$ cat config.mk
export PLATFORM = sky130hd
export DESIGN_NAME = sdrpd_ctl_end_flat
export DESIGN_NICKNAME = d
export VERILOG_FILES = /design/src/rtl/sdrpd_pkg.sv /design/src/rtl/sdrpd_if.sv /design/src/rtl/sdrpd_ctl_end.sv /design/src/flat_wrapper.sv
export SDC_FILE = /design/constraint.sdc
export NUM_CORES = 1
export LEC_CHECK = 0
export ABC_AREA = 1
export BUFFER_PORTS_ARGS = -buffer_cell sky130_fd_sc_hd__buf_2
export CAP_MARGIN = 20
export CORE_UTILIZATION = 40
export DETAILED_ROUTE_END_ITERATION = 16
export SLEW_MARGIN = 20
export SYNTH_ARGS = -nofsm -noshare
export SYNTH_HDL_FRONTEND = slang
export SYNTH_SLANG_ARGS = --single-unit
export TNS_END_PERCENT = 100
$ cat constraint.sdc
create_clock -name core_clk -period 3.56 [get_ports core_clk]
set_clock_uncertainty 0.05 [all_clocks]
set_input_delay 0.178 -clock core_clk [delete_from_list [all_inputs] [get_ports core_clk]]
set_output_delay 0.178 -clock core_clk [all_outputs]
set_load 0.01 [all_outputs]
$ cat src/rtl/sdrpd_pkg.sv
package sdrpd_pkg;

  localparam int CLK_MHZ = 125;

  // Times in ns, or in clock periods where marked _CK
  localparam int T_RFC_NS    = 160;
  localparam int T_REFI_NS   = 7800;
  localparam int T_RP_NS     = 14;
  localparam int T_XS_NS     = 170;
  localparam int T_XSDLL_CK  = 512;
  localparam int T_CKE_NS    = 8;
  localparam int T_CKESR_NS  = 16;
  localparam int T_CKSRE_NS  = 10;
  localparam int T_CKSRX_NS  = 10;
  localparam int T_CPDED_NS  = 8;
  localparam int T_XP_NS     = 8;
  localparam int T_XPDLL_NS  = 24;
  localparam int T_ODTL_CK   = 6;

  function automatic int cyc_min(input int ns);
    int c;
    c = (ns * CLK_MHZ + 999) / 1000;
    return (c < 1) ? 1 : c;
  endfunction : cyc_min

  function automatic int imax(input int a, input int b);
    return (a > b) ? a : b;
  endfunction : imax

  localparam int C_RFC   = cyc_min(T_RFC_NS);
  localparam int C_REFI  = (T_REFI_NS * CLK_MHZ) / 1000;
  localparam int C_RP    = cyc_min(T_RP_NS);
  localparam int C_XS    = cyc_min(T_XS_NS);
  localparam int C_XSDLL = imax(T_XSDLL_CK, C_XS + 1);
  localparam int C_CKESR = imax(cyc_min(T_CKESR_NS), cyc_min(T_CKSRE_NS) + 1);
  localparam int C_CKSRE = cyc_min(T_CKSRE_NS);
  localparam int C_CKSRX = cyc_min(T_CKSRX_NS);
  localparam int C_PDMIN = imax(cyc_min(T_CKE_NS), cyc_min(T_CPDED_NS));
  localparam int C_XP    = imax(cyc_min(T_XP_NS), cyc_min(T_CKE_NS));
  localparam int C_XPDLL = imax(cyc_min(T_XPDLL_NS), C_XP);
  localparam int C_ODTOFF = T_ODTL_CK + 1;

  localparam int TMR_W  = 16;
  localparam int REFI_W = 10;
  localparam int ROW_W  = 15;

  localparam logic signed [4:0] DEBT_MAX = 5'sh08;
  localparam logic signed [4:0] DEBT_MIN = -5'sh08;

  typedef enum logic [2:0] {
    SDRPD_DES, SDRPD_NOP, SDRPD_REF, SDRPD_ACT, SDRPD_PRE, SDRPD_OTH
  } sdrpd_cmd_t;

  typedef enum logic [2:0] {
    SDRPD_M_IDLE, SDRPD_M_ACTIVE, SDRPD_M_REF, SDRPD_M_SREF, SDRPD_M_PD
  } sdrpd_mode_t;

  function automatic sdrpd_cmd_t cmd_decode(input logic cs_n, input logic ras_n,
                                            input logic cas_n, input logic we_n);
    sdrpd_cmd_t c;
    c = SDRPD_OTH;
    if (cs_n)
      c = SDRPD_DES;
    else
    begin
      unique case ({ras_n, cas_n, we_n})
        3'h7:    c = SDRPD_NOP;
        3'h1:    c = SDRPD_REF;
        3'h3:    c = SDRPD_ACT;
        3'h2:    c = SDRPD_PRE;
        default: c = SDRPD_OTH;
      endcase
    end
    return c;
  endfunction : cmd_decode

endpackage : sdrpd_pkg

$ cat src/rtl/sdrpd_if.sv
`timescale 1ns/1ps
interface sdrpd_if;
  logic cke;
  logic cs_n;
  logic ras_n;
  logic cas_n;
  logic we_n;
  logic odt;
  logic reset_n;
  logic clk_run;

  modport ctl (output cke, cs_n, ras_n, cas_n, we_n, odt, reset_n, clk_run);
  modport mem (input  cke, cs_n, ras_n, cas_n, we_n, odt, reset_n, clk_run);
endinterface : sdrpd_if

$ cat src/rtl/sdrpd_ctl_end.sv
// Behaviour
// - REF pattern issued once per wanted refresh
// - All banks idle for tRP before REF
// - Device counts rows, ends all banks precharged
// - Only NOP/deselect until tRFC elapses
// - At most eight refreshes postponed
// - At most eight pulled in, no more credit
// - No more than sixteen REF per two tREFI; not counted here, only the debt limits apply
// - Debt frozen in self-refresh, total eight
// - Self-refresh entry is REF with CKE low
// - Banks idle and ODT low before entry
// - CKE held low at least tCKESR
// - Device DLL off in, on with reset out
// - Device ignores inputs but CKE, RESET in self-refresh
// - Device refreshes once within tCKE after entry
// - Clock may stop after tCKSRE, stable tCKSRX
// - Exit: CKE high with NOP, wait tXS/tXSDLL
// - NOP through tXS, CKE high, ODT off tXSDLL
// - Extra refresh after exit before re-entry
// - Power-down is CKE low with NOP
// - Device picks active or precharge power-down mode
// - Exit after tXP, slow exit tXPDLL
// - NOP for tCPDED, hold tCKE, stay limited
`timescale 1ns/1ps
module sdrpd_ctl_end (
  input  wire logic         core_clk,
  input  wire logic         arst_n,
  sdrpd_if.ctl              bus,
  input  wire logic         banks_idle,
  input  wire logic         defer_ref,
  input  wire logic         pull_ref,
  input  wire logic         sref_req,
  input  wire logic         pd_req,
  input  wire logic         pd_fast,
  input  wire logic         odt_req,
  output logic              busy,
  output logic              in_sref,
  output logic              in_pd,
  output logic              ref_sent,
  output logic signed [4:0] debt
);

  typedef enum logic [3:0] {
    ST_IDLE, ST_RFC, ST_SRE_ODT, ST_SREF, ST_SRX_CLK, ST_SRX_XS, ST_SRX_DLL, ST_PD, ST_PDX
  } sdrpd_cst_t;

  typedef struct packed {
    sdrpd_cst_t                   st;
    logic signed [4:0]            debt;
    logic [sdrpd_pkg::REFI_W-1:0] refi;
    logic [sdrpd_pkg::TMR_W-1:0]  tmr;
    logic [sdrpd_pkg::TMR_W-1:0]  rp;
    logic                         need_ref;
    logic                         cke;
    logic                         cs_n;
    logic                         ras_n;
    logic                         cas_n;
    logic                         we_n;
    logic                         odt;
    logic                         clk_run;
    logic                         ref_sent;
  } sdrpd_cst_reg_t;

  sdrpd_cst_reg_t s_r;
  sdrpd_cst_reg_t s_nxt;

  logic tick;
  logic frozen;
  logic rp_ok;
  logic dec;

  assign tick   = s_r.refi == sdrpd_pkg::REFI_W'(sdrpd_pkg::C_REFI - 1);
  assign frozen = s_r.st inside {ST_SRE_ODT, ST_SREF, ST_SRX_CLK};
  assign rp_ok  = banks_idle && s_r.rp == sdrpd_pkg::TMR_W'(sdrpd_pkg::C_RP);

  always_comb
  begin
    s_nxt = s_r;
    dec = 1'b0;
    s_nxt.ref_sent = 1'b0;
    s_nxt.cs_n = 1'b0;
    s_nxt.ras_n = 1'b1;
    s_nxt.cas_n = 1'b1;
    s_nxt.we_n = 1'b1;
    if (!frozen)
      s_nxt.refi = tick ? '0 : s_r.refi + 1'b1;
    if (!banks_idle)
      s_nxt.rp = '0;
    else if (!rp_ok)
      s_nxt.rp = s_r.rp + 1'b1;
    if (s_r.tmr != '0)
      s_nxt.tmr = s_r.tmr - 1'b1;
    unique case (s_r.st)
      ST_IDLE:
      begin
        s_nxt.cke = 1'b1;
        if (rp_ok && (s_r.debt == sdrpd_pkg::DEBT_MAX ||
            (s_r.debt > 5'sh00 && !defer_ref) || s_r.need_ref ||
            (pull_ref && s_r.debt != sdrpd_pkg::DEBT_MIN)))
        begin
          s_nxt.ras_n = 1'b0;
          s_nxt.cas_n = 1'b0;
          s_nxt.st = ST_RFC;
          s_nxt.tmr = sdrpd_pkg::TMR_W'(sdrpd_pkg::C_RFC - 1);
          s_nxt.need_ref = 1'b0;
          s_nxt.ref_sent = 1'b1;
          dec = 1'b1;
        end
        else if (sref_req && rp_ok && s_r.debt != sdrpd_pkg::DEBT_MAX)
        begin
          s_nxt.st = ST_SRE_ODT;
          s_nxt.tmr = sdrpd_pkg::TMR_W'(sdrpd_pkg::C_ODTOFF);
        end
        else if (pd_req && s_r.debt != sdrpd_pkg::DEBT_MAX)
        begin
          s_nxt.cke = 1'b0;
          s_nxt.st = ST_PD;
          s_nxt.tmr = sdrpd_pkg::TMR_W'(sdrpd_pkg::C_PDMIN);
        end
      end
      ST_RFC:
      begin
        if (s_r.tmr == '0)
          s_nxt.st = ST_IDLE;
      end
      ST_SRE_ODT:
      begin
        if (s_r.tmr == '0 && rp_ok)
        begin
          s_nxt.ras_n = 1'b0;
          s_nxt.cas_n = 1'b0;
          s_nxt.cke = 1'b0;
          s_nxt.st = ST_SREF;
          s_nxt.tmr = sdrpd_pkg::TMR_W'(sdrpd_pkg::C_CKESR);
        end
        else if (!sref_req)
          s_nxt.st = ST_IDLE;
      end
      ST_SREF:
      begin
        s_nxt.cs_n = 1'b1;
        if (s_r.tmr <= sdrpd_pkg::TMR_W'(sdrpd_pkg::C_CKESR - sdrpd_pkg::C_CKSRE))
          s_nxt.clk_run = 1'b0;
        if (s_r.tmr == '0 && !sref_req)
        begin
          s_nxt.clk_run = 1'b1;
          s_nxt.st = ST_SRX_CLK;
          s_nxt.tmr = sdrpd_pkg::TMR_W'(sdrpd_pkg::C_CKSRX);
        end
      end
      ST_SRX_CLK:
      begin
        s_nxt.cs_n = 1'b1;
        if (s_r.tmr == '0)
        begin
          s_nxt.cke = 1'b1;
          s_nxt.st = ST_SRX_XS;
          s_nxt.tmr = sdrpd_pkg::TMR_W'(sdrpd_pkg::C_XS);
          s_nxt.need_ref = 1'b1;
        end
      end
      ST_SRX_XS:
      begin
        if (s_r.tmr == '0)
        begin
          s_nxt.st = ST_SRX_DLL;
          s_nxt.tmr = sdrpd_pkg::TMR_W'(sdrpd_pkg::C_XSDLL - sdrpd_pkg::C_XS);
        end
      end
      ST_SRX_DLL:
      begin
        if (s_r.tmr == '0)
          s_nxt.st = ST_IDLE;
      end
      ST_PD:
      begin
        if (s_r.tmr == '0 && (!pd_req || s_r.debt == sdrpd_pkg::DEBT_MAX))
        begin
          s_nxt.cke = 1'b1;
          s_nxt.st = ST_PDX;
          s_nxt.tmr = pd_fast ? sdrpd_pkg::TMR_W'(sdrpd_pkg::C_XP)
                              : sdrpd_pkg::TMR_W'(sdrpd_pkg::C_XPDLL);
        end
      end
      ST_PDX:
      begin
        if (s_r.tmr == '0)
          s_nxt.st = ST_IDLE;
      end
    endcase
    // Debt rises per tREFI, falls per refresh, saturates at the limits
    if (tick && !frozen && !dec && s_r.debt != sdrpd_pkg::DEBT_MAX)
      s_nxt.debt = s_r.debt + 5'sh01;
    else if (dec && !(tick && !frozen) && s_r.debt != sdrpd_pkg::DEBT_MIN)
      s_nxt.debt = s_r.debt - 5'sh01;
    s_nxt.odt = odt_req && (s_nxt.st == ST_IDLE || s_nxt.st == ST_RFC);
  end

  always_ff @(posedge core_clk or negedge arst_n)
  begin
    if (!arst_n)
    begin
      s_r <= '{st: ST_IDLE, cke: 1'b1, cs_n: 1'b1, ras_n: 1'b1, cas_n: 1'b1,
               we_n: 1'b1, clk_run: 1'b1, default: '0};
    end
    else
      s_r <= s_nxt;
  end

  assign bus.cke     = s_r.cke;
  assign bus.cs_n    = s_r.cs_n;
  assign bus.ras_n   = s_r.ras_n;
  assign bus.cas_n   = s_r.cas_n;
  assign bus.we_n    = s_r.we_n;
  assign bus.odt     = s_r.odt;
  assign bus.reset_n = arst_n;
  assign bus.clk_run = s_r.clk_run;
  assign busy        = s_r.st != ST_IDLE;
  assign in_sref     = s_r.st == ST_SREF;
  assign in_pd       = s_r.st == ST_PD;
  assign ref_sent    = s_r.ref_sent;
  assign debt        = s_r.debt;

endmodule : sdrpd_ctl_end

$ cat src/flat_wrapper.sv
// flat-port wrapper written by rule: the top's interface ports become plain ports
module sdrpd_ctl_end_flat 
  (core_clk, arst_n, banks_idle, defer_ref, pull_ref, sref_req, pd_req, pd_fast, odt_req, busy, in_sref, in_pd, ref_sent, debt, bus_cke, bus_cs_n, bus_ras_n, bus_cas_n, bus_we_n, bus_odt, bus_reset_n, bus_clk_run);
  sdrpd_if bus_i ();
  input  wire logic core_clk;
  input  wire logic arst_n;
  input  wire logic banks_idle;
  input  wire logic defer_ref;
  input  wire logic pull_ref;
  input  wire logic sref_req;
  input  wire logic pd_req;
  input  wire logic pd_fast;
  input  wire logic odt_req;
  output logic busy;
  output logic in_sref;
  output logic in_pd;
  output logic ref_sent;
  output logic signed [4:0] debt;
  output wire logic [$bits(bus_i.cke)-1:0] bus_cke;
  output wire logic [$bits(bus_i.cs_n)-1:0] bus_cs_n;
  output wire logic [$bits(bus_i.ras_n)-1:0] bus_ras_n;
  output wire logic [$bits(bus_i.cas_n)-1:0] bus_cas_n;
  output wire logic [$bits(bus_i.we_n)-1:0] bus_we_n;
  output wire logic [$bits(bus_i.odt)-1:0] bus_odt;
  output wire logic [$bits(bus_i.reset_n)-1:0] bus_reset_n;
  output wire logic [$bits(bus_i.clk_run)-1:0] bus_clk_run;
  assign bus_cke = bus_i.cke;
  assign bus_cs_n = bus_i.cs_n;
  assign bus_ras_n = bus_i.ras_n;
  assign bus_cas_n = bus_i.cas_n;
  assign bus_we_n = bus_i.we_n;
  assign bus_odt = bus_i.odt;
  assign bus_reset_n = bus_i.reset_n;
  assign bus_clk_run = bus_i.clk_run;
  sdrpd_ctl_end u_core (.core_clk(core_clk), .arst_n(arst_n), .bus(bus_i), .banks_idle(banks_idle), .defer_ref(defer_ref), .pull_ref(pull_ref), .sref_req(sref_req), .pd_req(pd_req), .pd_fast(pd_fast), .odt_req(odt_req), .busy(busy), .in_sref(in_sref), .in_pd(in_pd), .ref_sent(ref_sent), .debt(debt));
endmodule
==> results_dict.tcl <==
set metrics [dict create \
    r2r-end "u_core.debt[4]" \
    cts_tree "yes" \
    dominantRegCellSynth "dfrtp_1" \
    min_period_ns 2.80 \
    cp_data_required_time_ns 3.75 \
    setup_viol 0 \
    endpoint_kind "flop" \
    syn_nets 627 \
    synthArstFlopShare 1.00 \
    r2r_slack_ns 0.76 \
    maxCapViolCount 0 \
    grtUsageTotal 0.201 \
    synthCells 606 \
    post-synth-top-area-cell "dfrtp_1" \
    area_growth_pct 9.17 \
    clockBufferDepth 2 \
    grt_antenna_before_repair 0 \
    cts.sinks 58 \
    yosysUniqueCellTypes 45 \
    clock_latency_ns 0.35 \
    rsz0062_at_grt "no" \
    fmax_mhz 357 \
    cts_buffers 9 \
    vias_per_cell 5.13 \
    ys.warnings.count 0 \
    ys_seq_elements 58 \
    first_global_vias 3648 \
    postRouteWirelength_um 10400 \
    cts_setup_buffers 0 \
    maxSlewHeadroom 0.471 \
    netlist_area_um2 4230 \
    synth-edff-count 0 \
    grt_max_degree 34 \
    min_from "pd_fast" \
    grt_overflow 0 \
    initial_core_util 0.412 \
    setup_tns_ns 0 \
    powerDensity_nw_per_um2 835 \
    place_ws_ns 0.784 \
    ir_drop_mv 0.321 \
    drc 0 \
    vias 3959 \
    outcome "complete, no violations" \
    path_class "reg2reg" \
    synth_area_leaders "dfrtp_1, nand2_1, nor2_1" \
    die-width_um 105 \
    gp_congestion 0.886 \
    r2r_cells 16 \
    min_path_type "in2reg" \
    die_y_um 105 \
    wire_per_inst_um 13.5 \
    crit_fanout 5 \
    maxSlewViolCount 0 \
    first_pass_iters 5 \
    cts_max_level 3 \
    ys_seq_area_frac 0.344 \
    num_antenna_cells 0 \
    hpwl_um 7770 \
    drive_gt1_frac 0.142 \
    cts_root_buf "clkbuf_8" \
    io_pins 26 \
    finalHoldViolCount 0 \
    fin_ws_ns 0.762 \
    hold_depth 2 \
    first_iter_violations 207 \
    clk_pin_slew_ns 0.07 \
    core-area_um2 10300 \
    ant_nets 0 \
    tightest_slew_ns 0.791 \
    die_area_um2 11000 \
    syn_area_per_cell_um2 6.98 \
    yosysTopAreaCellShare 0.319 \
    fillers 1072 \
    r2r-start "u_core.s_r[9]" \
    final_util 0.449 \
    stdcell_count 771 \
    hold_end "u_core.s_r[26]" \
    p_leak_uw 0.00233 \
    start_kind "flop" \
    crit_arrival_ns 2.98 \
    fin_crit_sh 0.786 \
    grt_pass1_wl_um 17500 \
    final_nets 651 \
    dp_cells 754 \
    placementRows 37 \
    numPortBuffers 24 \
]
final cells by class:
cell class	count	area [um2]	share of cell area
tap	136	170	0.0368
multi-input combinational	458	2380	0.516
clock inverter	5	30.0	0.00650
sequential	58	1460	0.315
clock buffer	11	141	0.0306
inverter	76	293	0.0634
timing repair buffer	27	145	0.0314
routing by layer:
| metal | vias to the layer above | part of all wire | track usage |
|---|---|---|---|
| met5 | - | 0 | 0 |
| met4 | 0 | 0.0095 | 0.0704 |
| met3 | 12 | 0.046 | 0.0331 |
| met2 | 122 | 0.46 | 0.322 |
| met1 | 1814 | 0.48 | 0.274 |
| li1 | 2011 | - | - |
through the flow:
stage                     hold slack [ns]  power (uW)  area, um2
after floorplan                    -0.168        2820       4230
after global placement              0.256        3260       4440
after detailed placement            0.266        3300       4440
after CTS                          0.0411        3870       4620
after global routing               0.0719        4240       4620
final                              0.0397        3860       4620
placed cells by master, fill, tap and decap left out, types with 11 or more instances in the layout:
master	count
a21oi_1	24
buf_2	24
dfrtp_1	54
ha_1	11
inv_1	65
nand2_1	146
nand3_1	51
nand4_1	20
nor2_1	93
nor3_1	17
o21ai_0	23
critical path: stages, from the launching register on:
cell     delay (ns)
dfrtp_1        0.39
inv_1          0.10
ha_1           0.21
nand2_1        0.07
nor2_1         0.15
nand2_1        0.14
nor2_4         0.15
nand2_2        0.13
o21ai_2        0.25
inv_1          0.09
fa_1           0.40
o21ai_0        0.23
nand2_1        0.09
nand2_1        0.09
nand3_1        0.07
nand2_1        0.07
inv_1          0.04
cells in the mapped netlist, drive strengths merged (4+ instances only):
cell type,instances
nand2,156
nor2,106
inv,76
nand4,20
ha,11
nand3,54
xor2,10
dfrtp,54
nor3,20
o21ai,27
a21oi,24
dfstp,4
buf,14
o2111ai,4
power by group:
group | internal (uW) | switching (uW) | leakage (uW)
Combinational | 750 | 1430 | 0.00151
Clock | 268 | 282 | 0.0000851
Sequential | 891 | 235 | 0.000742
worst max path at each step:
| stage | startpoint | to | cells past startpoint |
|---|---|---|---|
| 2_1_floorplan | u_core.s_r[9] | u_core.debt[4] | 16 |
| 3_3_place_gp | u_core.s_r[9] | u_core.debt[4] | 16 |
| 3_5_place_dp | u_core.s_r[9] | u_core.debt[4] | 16 |
| 4_1_cts | u_core.s_r[9] | u_core.debt[4] | 16 |
| 5_1_grt | u_core.s_r[9] | u_core.debt[4] | 16 |
| 6_report | u_core.s_r[9] | u_core.debt[4] | 16 |
repair_timing:
| action | CTS | global route |
|---|---|---|
| hold endpoints to repair | 27 | 0 |
| hold buffers | 1 | 0 |
| gates resized for setup | 0 | 0 |
state kept, by name (all words and copies together), names as in the netlist:
| signal | cells |
|---|---|
| u_core.s_r | 47 |
| u_core.bus.cas_n | 1 |
| u_core.ref_sent | 1 |
| u_core.bus.clk_run | 1 |
| u_core.debt | 5 |
| u_core.bus.cs_n | 1 |
| u_core.bus.cke | 1 |
| u_core.bus.odt | 1 |
logic make-up after synthesis:
group	after synthesis	share of synthesized area
DFF	58	0.344
xor gates and xnor gates	13	0.0269
adders and majority gates	12	0.0373
buffers and inverters	90	0.0926
and+or+nand+nor	367	0.410
AOI/OAI and AO/OA	65	0.0884
other	1	0.000886
Note: power is estimated with default switching activity, not from simulation.
